### config.mk
export PLATFORM = sky130hd
export DESIGN_NAME = ufplhc_ctrl
export DESIGN_NICKNAME = d
export VERILOG_FILES = /design/src/hw/ufplhc_pkg.sv /design/src/hw/ufplhc_ctrl.sv /design/src/hw/ufplhc_sync3.sv
export SDC_FILE = /design/constraint.sdc
export NUM_CORES = 1
export LEC_CHECK = 0
export BUFFER_PORTS_ARGS = -buffer_cell sky130_fd_sc_hd__buf_2
export CAP_MARGIN = 20
export CORE_AREA = 2 2 155 157
export CTS_BUF_LIST = sky130_fd_sc_hd__clkbuf_8
export CTS_CLUSTER_SIZE = 12
export DETAILED_ROUTE_END_ITERATION = 8
export DIE_AREA = 0 0 157 159
export PLACE_DENSITY = 0.75
export SKIP_CTS_REPAIR_TIMING = 1
export SLEW_MARGIN = 20
export SYNTH_ARGS = -nofsm -noshare
export SYNTH_HDL_FRONTEND = slang
export SYNTH_SLANG_ARGS = --single-unit
### constraint.sdc
create_clock -name clk -period 2.3 [get_ports clk]
set_input_delay 0 -clock clk [delete_from_list [all_inputs] [get_ports clk]]
set_output_delay 0 -clock clk [all_outputs]
set_load 0.03 [all_outputs]
### src/hw/ufplhc_pkg.sv
// Constants, types and carriers for the upstream lane map and hot-plug controller
//-----------------------------------------------------------------------------
//-----------------------------------------------------------------------------
package ufplhc_pkg;

  localparam int LANES        = 4;
  localparam int LANE_W_DEF   = 20;

  // ---------------------------------------------------------------------------
  // Timing
  // ---------------------------------------------------------------------------
  localparam int CLK_FREQ_MHZ = 125;
  // Middle of the 0.5 ms .. 1 ms window, away from both edges
  localparam int IRQ_PULSE_NS = 750000;
  localparam int IRQ_PULSE_CYC = (IRQ_PULSE_NS / 1000) * CLK_FREQ_MHZ;

  // ---------------------------------------------------------------------------
  // Aux request and reply codes
  // ---------------------------------------------------------------------------
  localparam logic [3:0] AUX_CMD_I2C_WR    = 4'h0;
  localparam logic [3:0] AUX_CMD_I2C_RD    = 4'h1;
  localparam logic [3:0] AUX_CMD_NATIVE_WR = 4'h8;
  localparam logic [3:0] AUX_CMD_NATIVE_RD = 4'h9;
  localparam int         AUX_NATIVE_BIT    = 3;
  localparam int         AUX_MOT_BIT       = 2;
  localparam logic [1:0] AUX_ACK           = 2'h0;
  localparam logic [1:0] AUX_NACK          = 2'h1;

  // ---------------------------------------------------------------------------
  // Capability map addresses and fields
  // ---------------------------------------------------------------------------
  localparam logic [19:0] DPCD_LINK_BW    = 20'h00100;
  localparam logic [19:0] DPCD_LANE_CNT   = 20'h00101;
  localparam logic [19:0] DPCD_TRAIN_PAT  = 20'h00102;
  localparam logic [19:0] DPCD_SINK_CNT   = 20'h00200;
  localparam logic [19:0] DPCD_LANE01_ST  = 20'h00202;
  localparam logic [19:0] DPCD_LANE23_ST  = 20'h00203;
  localparam logic [19:0] DPCD_PWR_STATE  = 20'h00600;

  localparam logic [7:0] LINK_BW_RST     = 8'h06;
  localparam logic [4:0] LANE_CNT_RST    = 5'h04;
  localparam logic [7:0] PWR_STATE_RST   = 8'h01;
  localparam logic [7:0] PWR_DOWN        = 8'h02;
  localparam int         LANE_CNT_W      = 5;
  localparam int         TP_W            = 4;
  localparam logic [3:0] TP_NONE         = 4'h0;
  localparam logic [3:0] TP_1            = 4'h1;
  localparam logic [3:0] TP_2            = 4'h2;
  localparam logic [3:0] TP_3            = 4'h3;
  localparam logic [3:0] TP_4            = 4'h7;
  localparam int         LS_CR_LO        = 0;
  localparam int         LS_CR_HI        = 4;
  localparam logic [7:0] SINK_ONE        = 8'h01;
  localparam logic [7:0] SINK_NONE       = 8'h00;

  // ---------------------------------------------------------------------------
  // E-DDC addressing over I2C-over-aux
  // ---------------------------------------------------------------------------
  localparam logic [6:0] I2C_EDID_ADDR   = 7'h50;
  localparam logic [6:0] I2C_SEG_ADDR    = 7'h30;
  localparam int         EDID_ADDR_W     = 16;

  // ---------------------------------------------------------------------------
  // Types
  // ---------------------------------------------------------------------------
  typedef enum logic [1:0] {LT_IDLE, LT_CR, LT_EQ, LT_UP} ufplhc_lt_t;

  typedef struct packed {
    logic typec;
    logic flipped_dp_assignment;
    logic usb_assignment;
  } ufplhc_cfg_t;

  typedef struct packed {
    logic        valid;
    logic [3:0]  cmd;
    logic [19:0] addr;
    logic [7:0]  wdata;
  } ufplhc_aux_req_t;

  typedef struct packed {
    logic       valid;
    logic [1:0] reply;
    logic [7:0] rdata;
  } ufplhc_aux_rsp_t;

endpackage

### src/hw/ufplhc_ctrl.sv
// Upstream receive lane map, aux channel, link training and hot-plug control
`timescale 1ns/100ps
module ufplhc_ctrl #(
  parameter int LANE_W        = ufplhc_pkg::LANE_W_DEF,
  parameter int IRQ_PULSE_CYC = ufplhc_pkg::IRQ_PULSE_CYC
) (
  input  wire logic                                  clk,
  input  wire logic                                  rst_n,
  input  wire logic                                  ce,
  input  wire ufplhc_pkg::ufplhc_cfg_t               cfg_in,
  input  wire logic [ufplhc_pkg::LANES-1:0][LANE_W-1:0] phy_lane,
  input  wire logic                                  aux_pos_sideband_pin,
  input  wire logic                                  aux_neg_sideband_pin,
  output logic [ufplhc_pkg::LANES-1:0][LANE_W-1:0]      main_lane,
  output logic [LANE_W-1:0]                          usb_rx_lane,
  output logic [LANE_W-1:0]                          usb_tx_lane,
  output logic                                       aux_p_out,
  output logic                                       aux_n_out,
  input  wire ufplhc_pkg::ufplhc_aux_req_t           aux_req,
  output ufplhc_pkg::ufplhc_aux_rsp_t                aux_rsp,
  output logic                                       aux_busy,
  output logic [ufplhc_pkg::EDID_ADDR_W-1:0]         edid_addr,
  output logic                                       edid_rd,
  input  wire logic [7:0]                            edid_data,
  input  wire logic [ufplhc_pkg::LANES-1:0]          lane_cr_done,
  input  wire logic                                  altmode_policy,
  input  wire logic                                  power_off,
  input  wire logic                                  downstream_hotplug_in,
  output logic                                       upstream_hotplug_out,
  output logic                                       link_up,
  output logic [ufplhc_pkg::LANE_CNT_W-1:0]          trained_lanes
);
  import ufplhc_pkg::*;

  localparam int CNT_W = $clog2(IRQ_PULSE_CYC + 1);

  // ---------------------------------------------------------------------------
  // Pin synchronisers
  // ---------------------------------------------------------------------------
  logic [2:0] pins_s;
  logic       aux_pos_s, aux_neg_s, hpd_s;

  ufplhc_sync3 #(.W(3)) u_sync (
    .clk      (clk),
    .rst_n    (rst_n),
    .ce       (ce),
    .async_in ({downstream_hotplug_in, aux_neg_sideband_pin, aux_pos_sideband_pin}),
    .sync_out (pins_s)
  );
  assign aux_pos_s = pins_s[0];
  assign aux_neg_s = pins_s[1];
  assign hpd_s     = pins_s[2];

  // ---------------------------------------------------------------------------
  // Lane and aux mapping
  // ---------------------------------------------------------------------------
  ufplhc_cfg_t                         cfg_q, cfg_d;
  ufplhc_lt_t                          lt_q, lt_d;
  logic [LANES-1:0][LANE_W-1:0]        ml_q, ml_d;
  logic [LANE_W-1:0]                   usb_rx_q, usb_rx_d, usb_tx_q, usb_tx_d;
  logic                                aux_p_q, aux_p_d, aux_n_q, aux_n_d;

  // Source lane for main lane m: {valid, physical index}
  function automatic logic [2:0] lane_src(input ufplhc_cfg_t c, input logic [1:0] m);
    logic [2:0] r;
    r = {1'b1, m};
    if (!c.typec)
      r = {1'b1, m};
    else if (!c.flipped_dp_assignment)
      r = (c.usb_assignment && m[1]) ? 3'h0 : {1'b1, m ^ 2'h2};
    else
      r = (c.usb_assignment && m[1]) ? 3'h0 : {1'b1, m ^ 2'h1};
    return r;
  endfunction

  for (genvar m = 0; m < LANES; m++)
  begin : g_lane
    logic [2:0] src;
    assign src     = lane_src(cfg_q, 2'(m));
    assign ml_d[m] = src[2] ? phy_lane[src[1:0]] : '0;
  end

  always_comb
  begin
    // map only changes while training is idle (LT_IDLE), not in LT_CR, LT_EQ or LT_UP
    cfg_d    = (lt_q == LT_IDLE) ? cfg_in : cfg_q;
    usb_rx_d = '0;
    usb_tx_d = '0;
    if (cfg_q.typec && cfg_q.usb_assignment)
    begin
      if (!cfg_q.flipped_dp_assignment)
      begin
        // USB on lanes 0 and 1
        usb_rx_d = phy_lane[0];
        usb_tx_d = phy_lane[1];
      end
      else
      begin
        // USB on lanes 2 and 3
        usb_tx_d = phy_lane[2];
        usb_rx_d = phy_lane[3];
      end
    end
    if (cfg_q.typec && cfg_q.flipped_dp_assignment)
    begin
      aux_p_d = aux_neg_s;
      aux_n_d = aux_pos_s;
    end
    else
    begin
      aux_p_d = aux_pos_s;
      aux_n_d = aux_neg_s;
    end
  end

  always_ff @(posedge clk)
  begin
    if (!rst_n)
    begin
      cfg_q    <= '0;
      ml_q     <= '0;
      usb_rx_q <= '0;
      usb_tx_q <= '0;
      aux_p_q  <= 1'b0;
      aux_n_q  <= 1'b0;
    end
    else if (ce)
    begin
      cfg_q    <= cfg_d;
      ml_q     <= ml_d;
      usb_rx_q <= usb_rx_d;
      usb_tx_q <= usb_tx_d;
      aux_p_q  <= aux_p_d;
      aux_n_q  <= aux_n_d;
    end
  end

  // ---------------------------------------------------------------------------
  // Aux transactions and link training
  // ---------------------------------------------------------------------------
  ufplhc_aux_rsp_t          rsp_q, rsp_d;
  logic                     pend_q, pend_d, pend_mot_q, pend_mot_d;
  logic [7:0]               seg_q, seg_d, ofs_q, ofs_d;
  logic [EDID_ADDR_W-1:0]   eaddr_q, eaddr_d;
  logic                     erd_q, erd_d;
  logic [7:0]               bw_q, bw_d, pwr_q, pwr_d;
  logic [LANE_CNT_W-1:0]    lcnt_q, lcnt_d;
  logic [TP_W-1:0]          tp_q, tp_d;
  logic                     up_q, up_d;
  logic                     hpd_q;

  // All lanes in use have finished clock recovery
  function automatic logic lanes_ok(input logic [LANE_CNT_W-1:0] n, input logic [LANES-1:0] cr);
    logic r;
    r = cr[0];
    if (n == 5'h04)
      r = &cr;
    else if (n == 5'h02)
      r = &cr[1:0];
    return r;
  endfunction

  function automatic logic [LANE_CNT_W-1:0] trim(input logic [LANE_CNT_W-1:0] n, input logic [LANES-1:0] cr);
    logic [LANE_CNT_W-1:0] r;
    r = 5'h01;
    if (&cr)
      r = 5'h04;
    else if (&cr[1:0])
      r = 5'h02;
    return (r < n) ? r : n;
  endfunction

  always_comb
  begin
    logic take, nat, rd, mot;
    logic [6:0] ia;
    take    = aux_req.valid && !pend_q;
    nat     = aux_req.cmd[AUX_NATIVE_BIT];
    rd      = aux_req.cmd[0];
    mot     = aux_req.cmd[AUX_MOT_BIT];
    ia      = aux_req.addr[6:0];
    rsp_d   = '0;
    pend_d  = 1'b0;
    pend_mot_d = pend_mot_q;
    seg_d   = seg_q;
    ofs_d   = ofs_q;
    eaddr_d = eaddr_q;
    erd_d   = 1'b0;
    bw_d    = bw_q;
    pwr_d   = pwr_q;
    lcnt_d  = lcnt_q;
    tp_d    = tp_q;
    lt_d    = lt_q;
    if (pend_q)
    begin
      rsp_d = '{valid: 1'b1, reply: AUX_ACK, rdata: edid_data};
      ofs_d = ofs_q + 8'h01;
      // segment pointer lapses at the end of the read
      if (!pend_mot_q)
        seg_d = '0;
    end
    else if (take && nat)
    begin
      // native access to the capability map
      rsp_d = '{valid: 1'b1, reply: AUX_ACK, rdata: 8'h00};
      if (rd)
      begin
        unique case (aux_req.addr)
          DPCD_LINK_BW:   rsp_d.rdata = bw_q;
          DPCD_LANE_CNT:  rsp_d.rdata = {3'h0, lcnt_q};
          DPCD_TRAIN_PAT: rsp_d.rdata = {4'h0, tp_q};
          DPCD_SINK_CNT:  rsp_d.rdata = hpd_q ? SINK_ONE : SINK_NONE;
          DPCD_LANE01_ST:
          begin
            rsp_d.rdata[LS_CR_LO] = lane_cr_done[0];
            rsp_d.rdata[LS_CR_HI] = lane_cr_done[1];
          end
          DPCD_LANE23_ST:
          begin
            rsp_d.rdata[LS_CR_LO] = lane_cr_done[2];
            rsp_d.rdata[LS_CR_HI] = lane_cr_done[3];
          end
          DPCD_PWR_STATE: rsp_d.rdata = pwr_q;
          default:        rsp_d.rdata = 8'h00;
        endcase
      end
      else
      begin
        unique case (aux_req.addr)
          DPCD_LINK_BW:  bw_d = aux_req.wdata;
          DPCD_LANE_CNT: lcnt_d = aux_req.wdata[LANE_CNT_W-1:0];
          DPCD_TRAIN_PAT:
          begin
            tp_d = aux_req.wdata[TP_W-1:0];
            if (tp_d == TP_1)
              lt_d = LT_CR;
            else if (tp_d == TP_2 || tp_d == TP_3 || tp_d == TP_4)
            begin
              lt_d = LT_EQ;
              if (altmode_policy && lt_q == LT_CR)
                lcnt_d = trim(lcnt_q, lane_cr_done);
            end
            else if (tp_d == TP_NONE)
              lt_d = (lt_q == LT_EQ && lanes_ok(lcnt_q, lane_cr_done)) ? LT_UP : LT_IDLE;
          end
          DPCD_PWR_STATE:
          begin
            pwr_d = aux_req.wdata;
            // power-down drops the link until retrained
            if (aux_req.wdata == PWR_DOWN)
              lt_d = LT_IDLE;
          end
          default: ;
        endcase
      end
    end
    else if (take)
    begin
      rsp_d = '{valid: 1'b1, reply: AUX_ACK, rdata: 8'h00};
      if (ia == I2C_SEG_ADDR)
      begin
        // segment write precedes the offset read
        if (!rd)
          seg_d = aux_req.wdata;
      end
      else if (ia == I2C_EDID_ADDR)
      begin
        if (!rd)
          ofs_d = aux_req.wdata;
        else
        begin
          // Answer waits one cycle for the EDID store
          rsp_d      = '0;
          pend_d     = 1'b1;
          pend_mot_d = mot;
          eaddr_d    = {seg_q, ofs_q};
          erd_d      = 1'b1;
        end
      end
      else
        rsp_d.reply = AUX_NACK;
    end
    up_d = (lt_d == LT_UP);
  end

  always_ff @(posedge clk)
  begin
    if (!rst_n)
    begin
      rsp_q      <= '0;
      pend_q     <= 1'b0;
      pend_mot_q <= 1'b0;
      seg_q      <= '0;
      ofs_q      <= '0;
      eaddr_q    <= '0;
      erd_q      <= 1'b0;
      bw_q       <= LINK_BW_RST;
      pwr_q      <= PWR_STATE_RST;
      lcnt_q     <= LANE_CNT_RST;
      tp_q       <= TP_NONE;
      lt_q       <= LT_IDLE;
      up_q       <= 1'b0;
    end
    else if (ce)
    begin
      rsp_q      <= rsp_d;
      pend_q     <= pend_d;
      pend_mot_q <= pend_mot_d;
      seg_q      <= seg_d;
      ofs_q      <= ofs_d;
      eaddr_q    <= eaddr_d;
      erd_q      <= erd_d;
      bw_q       <= bw_d;
      pwr_q      <= pwr_d;
      lcnt_q     <= lcnt_d;
      tp_q       <= tp_d;
      lt_q       <= lt_d;
      up_q       <= up_d;
    end
  end

  // ---------------------------------------------------------------------------
  // Hot-plug
  // ---------------------------------------------------------------------------
  logic             hpd_d, hp_out_q, hp_out_d;
  logic [CNT_W-1:0] cnt_q, cnt_d;

  always_comb
  begin
    hpd_d = hpd_s;
    cnt_d = cnt_q;
    // every downstream change restarts the pulse
    if (hpd_s != hpd_q)
      cnt_d = CNT_W'(IRQ_PULSE_CYC);
    else if (cnt_q != '0)
      cnt_d = cnt_q - 1'b1;
    // high when powered and no pulse is counting, low for the pulse after a downstream change
    hp_out_d = !power_off && (cnt_d == '0);
  end

  always_ff @(posedge clk)
  begin
    if (!rst_n)
    begin
      hpd_q    <= 1'b0;
      cnt_q    <= '0;
      hp_out_q <= 1'b1;
    end
    else if (ce)
    begin
      hpd_q    <= hpd_d;
      cnt_q    <= cnt_d;
      hp_out_q <= hp_out_d;
    end
  end

  assign main_lane            = ml_q;
  assign usb_rx_lane          = usb_rx_q;
  assign usb_tx_lane          = usb_tx_q;
  assign aux_p_out            = aux_p_q;
  assign aux_n_out            = aux_n_q;
  assign aux_rsp              = rsp_q;
  assign aux_busy             = pend_q;
  assign edid_addr            = eaddr_q;
  assign edid_rd              = erd_q;
  assign upstream_hotplug_out = hp_out_q;
  assign link_up              = up_q;
  assign trained_lanes        = lcnt_q;
endmodule // ufplhc_ctrl

### src/hw/ufplhc_sync3.sv
// Three-stage synchroniser for pin inputs with agreement filter
`timescale 1ns/100ps
module ufplhc_sync3 #(
  parameter int W = 1
) (
  input  wire logic         clk,
  input  wire logic         rst_n,
  input  wire logic         ce,
  input  wire logic [W-1:0] async_in,
  output logic      [W-1:0] sync_out
);
  logic [W-1:0] s1_q, s2_q, s3_q, out_q;
  logic [W-1:0] out_d;

  // A change counts only once stages two and three agree
  always_comb
  begin
    for (int i = 0; i < W; i++)
    begin
      out_d[i] = (s2_q[i] == s3_q[i]) ? s3_q[i] : out_q[i];
    end
  end

  always_ff @(posedge clk)
  begin
    if (!rst_n)
    begin
      s1_q  <= '0;
      s2_q  <= '0;
      s3_q  <= '0;
      out_q <= '0;
    end
    else if (ce)
    begin
      s1_q  <= async_in;
      s2_q  <= s1_q;
      s3_q  <= s2_q;
      out_q <= out_d;
    end
  end

  assign sync_out = out_q;
endmodule // ufplhc_sync3

==> summary.md <==
| Metric | Value |
|---|---|
| Actual slew at the worst max-slew pin | about 0.78 ns |
| Failing checks | hold timing |
| Register area share after synthesis | 0.400 |
| Clock tree buffer depth | 3 |
| Top sig layer | met4 |
| Gpl congestion | roughly 0.91 |
| Fraction of registers with async set/reset | 0 |
| Vias in the first global route | about 11,000 |
| GRT Util Overall | 0.281 |
| RSZ-0062 raised after global routing | true |
| Tot Pwr | ~12 mW |
| Metal-1 WL | 15,700 µm |
| Crit end category | flip-flop |
| Clock skew | approximately 0.018 ns |
| Place WS | around 0.015 ns |
| Status | finished, violations left |
| Clk sinks | approximately 230 |
| Initial Util | 0.492 |
| Syn Nets | between 1,500 and 2,000 |
| Hold WS | -0.0261 ns |
| CTS tree | yes |
| DP HPWL | between 20,000 and 30,000 µm |
| Avg Vias per Cell | about 5.8 |
| Largest net degree at the start of global routing | 160 |
| Height of the die | 159 µm |
| Number of antenna violations at the first check in global routing | 0 |
| Worst min-delay path class | in -> reg |
| Starting DRC count in detailed routing | around 990 |
| # nets final | just under 2,000 |
| CP max FO | 8 |
| Minimum clock period | about 2.3 ns |
| Drt first pass iters | 5 |
| Hold violation count in the final report | 2 |
| Pwr dens | between 700 and 800 mW/mm² |
| Die ar. | ~0.025 mm² |
| Met2 wire length | 19,200 µm |
| Max Transition Viols Final | 0 |
| Post-Route WL | slightly above 40,000 µm |
| Routed wl met3 | 3890 µm |
| Warnings from Yosys | 0 |
| Peak supply drop | between 0.5 and 0.6 mV |
| I/O pin count | around 300 |
| Clk pin slew, worst setup/hold paths | around 0.06 ns |
| Htree depth | 2 |
| Synth Area in Adders | 0.00548 |
| First-pass GRT wire length | roughly 57,000 µm |
| Number of max-cap violations | 0 |
| Dpl cells | between 1,500 and 2,000 |
| Final worst setup slack | 0.00277 ns |
| Leakage power | ~6.7 nW |
| Post-synthesis simple-gate area fraction | 0.204 |
| Worst Setup Start Kind | flip-flop |
| Root buffer cell | clkbuf_8 |
| Post-synth EDFFs | 0 |
| DRC viols | 0 |
| Period utilization | 0.999 |
| Worst r2r src | cnt_q[9] |
| Core Footprint | 0.0232 mm² |
| Die width | between 150 and 200 µm |
| Worst Path Required | between 2 and 3 ns |
| Total negative slack | 0 ns |
| Post-Syn Instances | around 1,400 |
| Mapped Avg Cell Area | between 8 and 9 µm² |
| Worst R2R Setup Slack | ~0.0028 ns |
| Synth cell types | 70 |
| I/O Buffers | 291 |
| Antenna-violating nets left | 0 |
| Relative slew slack | 0.477 |
| Compound-Gate Fraction of Synth Area | 0.181 |
| Critical path class | reg -> reg |
| Final core occ | 0.671 |
| Synth-to-layout area growth | 36.4% |
| Clock latency on the worst-skew pair | roughly 0.56 ns |
| Gr ovfl total | 0 |
| Hold wc startpoint | phy_lane[6] |
| #FFs+latches synth | 228 |
| Routed length per instance | between 15 and 20 µm |
| Multiplexer share of the synthesized area | 0.165 |
| Synthesized area | 0.0114 mm² |
| Non-Filler Instances | approximately 2,100 |
| Final setup violating endpoints | 0 |
| Crit. Startpoint | cnt_q[9] |
| Total CTS buffers | just over 40 |
| Vias post-DR | around 12,000 |
| Layout cells sized above 1 | 0.243 |
| Main synth FF type | dfxtp_1 |
| FMAX | approximately 440 MHz |
| Post-synthesis xor/xnor area fraction | 0.00461 |
| CP arrival | around 2.7 ns |
| Largest family of logic cells by synthesized area | simple AND/OR/NAND/NOR gates |
| Site row count | 56 |
## cell type report
class | count | area [µm²]
clock buffer | 51 | 702
clock inverter | 20 | 96.3
tap | 319 | 399
multi-input combinational | 1031 | 6460
antenna | 1 | 2.50
inverter | 10 | 47.5
fill | 1887 | 7630
sequential | 228 | 4570
timing repair buffer | 477 | 3280
## power breakdown
part,switching (mW),internal (mW)
Combinational,2.24,1.81
Clock,1.76,2.00
Sequential,0.268,4.22
## cells in the mapped netlist, types with 3 or more instances
master,instances,area share
a211oi_1,45,0.030
a21o_1,6,0.0039
a21oi_1,139,0.061
a221oi_1,7,0.0054
a22o_1,4,0.0031
a22oi_1,23,0.015
a311oi_1,4,0.0031
a31oi_1,7,0.0038
a32o_1,3,0.0026
and2_1,3,0.0016
and3_1,7,0.0038
and4_1,4,0.0031
buf_1,9,0.0030
buf_4,3,0.0020
clkbuf_1,93,0.031
dfxtp_1,228,0.40
ha_1,5,0.0055
inv_1,9,0.0030
mux2i_1,147,0.13
mux4_2,18,0.036
nand2_1,59,0.019
nand2b_1,5,0.0027
nand3_1,27,0.012
nand3b_1,3,0.0020
nand4b_1,3,0.0023
nor2_1,333,0.11
nor2b_1,14,0.0077
nor3_1,16,0.0070
nor3b_1,7,0.0046
nor4_1,12,0.0066
nor4b_1,6,0.0046
o211ai_1,3,0.0020
o21a_1,4,0.0026
o21ai_0,43,0.019
o21ai_1,5,0.0022
o221ai_1,17,0.013
or2_2,3,0.0016
or3_1,8,0.0044
or4_1,3,0.0020
xnor2_1,3,0.0023
xor2_1,3,0.0023
## routing by layer
layer | up-vias | global-route usage
met4 | 0 | 0.0976
met2 | 695 | 0.463
met1 | 5844 | 0.347
met3 | 150 | 0.0868
met5 | - | 0
li1 | 5761 | -
## state kept, by name, indices dropped and copies added, names as in the netlist, 2 cells and up
signal           flops
lt_q                 2
cfg_q                3
main_lane           80
usb_rx_lane         20
tp_q                 4
u_sync.s3_q          3
seg_q                8
edid_addr           16
trained_lanes        5
usb_tx_lane         20
pwr_q                8
u_sync.s2_q          3
bw_q                 8
aux_rsp             10
ofs_q                8
cnt_q               17
u_sync.sync_out      3
u_sync.s1_q          3
## final timing paths
kind | to | depth (start not counted)
setup / recovery | upstream_hotplug_out | 6
setup reg to reg | upstream_hotplug_out | 6
hold / removal | main_lane[6] | 5
hold reg to reg | pwr_q[2] | 2
## layout by cell type, fill, tap and decap left out, types with 5 or more instances in the layout
| cell type | n |
|---|---|
| nor2_1 | 332 |
| buf_2 | 291 |
| dfxtp_1 | 225 |
| mux2i_1 | 147 |
| dlygate4sd3_1 | 139 |
| a21oi_1 | 138 |
| nand2_1 | 58 |
| clkbuf_8 | 51 |
| a211oi_1 | 45 |
| o21ai_0 | 42 |
| buf_4 | 41 |
| nand3_1 | 26 |
| a22oi_1 | 23 |
| inv_1 | 19 |
| mux4_2 | 18 |
| o221ai_1 | 17 |
| nor3_1 | 15 |
| nor2b_1 | 14 |
| nor4_1 | 10 |
| and3_1 | 7 |
| a31oi_1 | 7 |
| a221oi_1 | 7 |
| nor3b_1 | 6 |
| a21o_1 | 6 |
| or3_1 | 6 |
| nor4b_1 | 6 |
| clkinv_2 | 6 |
| buf_12 | 6 |
| nand2b_1 | 5 |
| o21ai_1 | 5 |
| ha_1 | 5 |
## worst max-delay path, stage by stage (launching register included)
cell	delay (ns)
dfxtp_1	0.38
or4_1	0.66
nor3_1	0.24
or4bb_1	0.50
o2111ai_1	0.13
nor4_2	0.07
a31o_1	0.21
## through the flow
step / hold slack [ns] / instance area [µm²]
floorplan: 0.125 / 11400
finish: -0.0261 / 15600
CTS: -0.320 / 14100
global route: 0.0145 / 15600
detailed placement: 0.252 / 13300
global placement: 0.241 / 13300
## logic make-up after synthesis
family | Yosys count
other | 1
adder cells (fa/ha/maj) | 5
buffers and inverters | 117
XOR/XNOR | 6
AO/OA/AOI/OAI | 329
multiplexers | 166
AND/OR/NAND/NOR | 524
flip-flops | 228
Power figures use the tool's default switching activity.
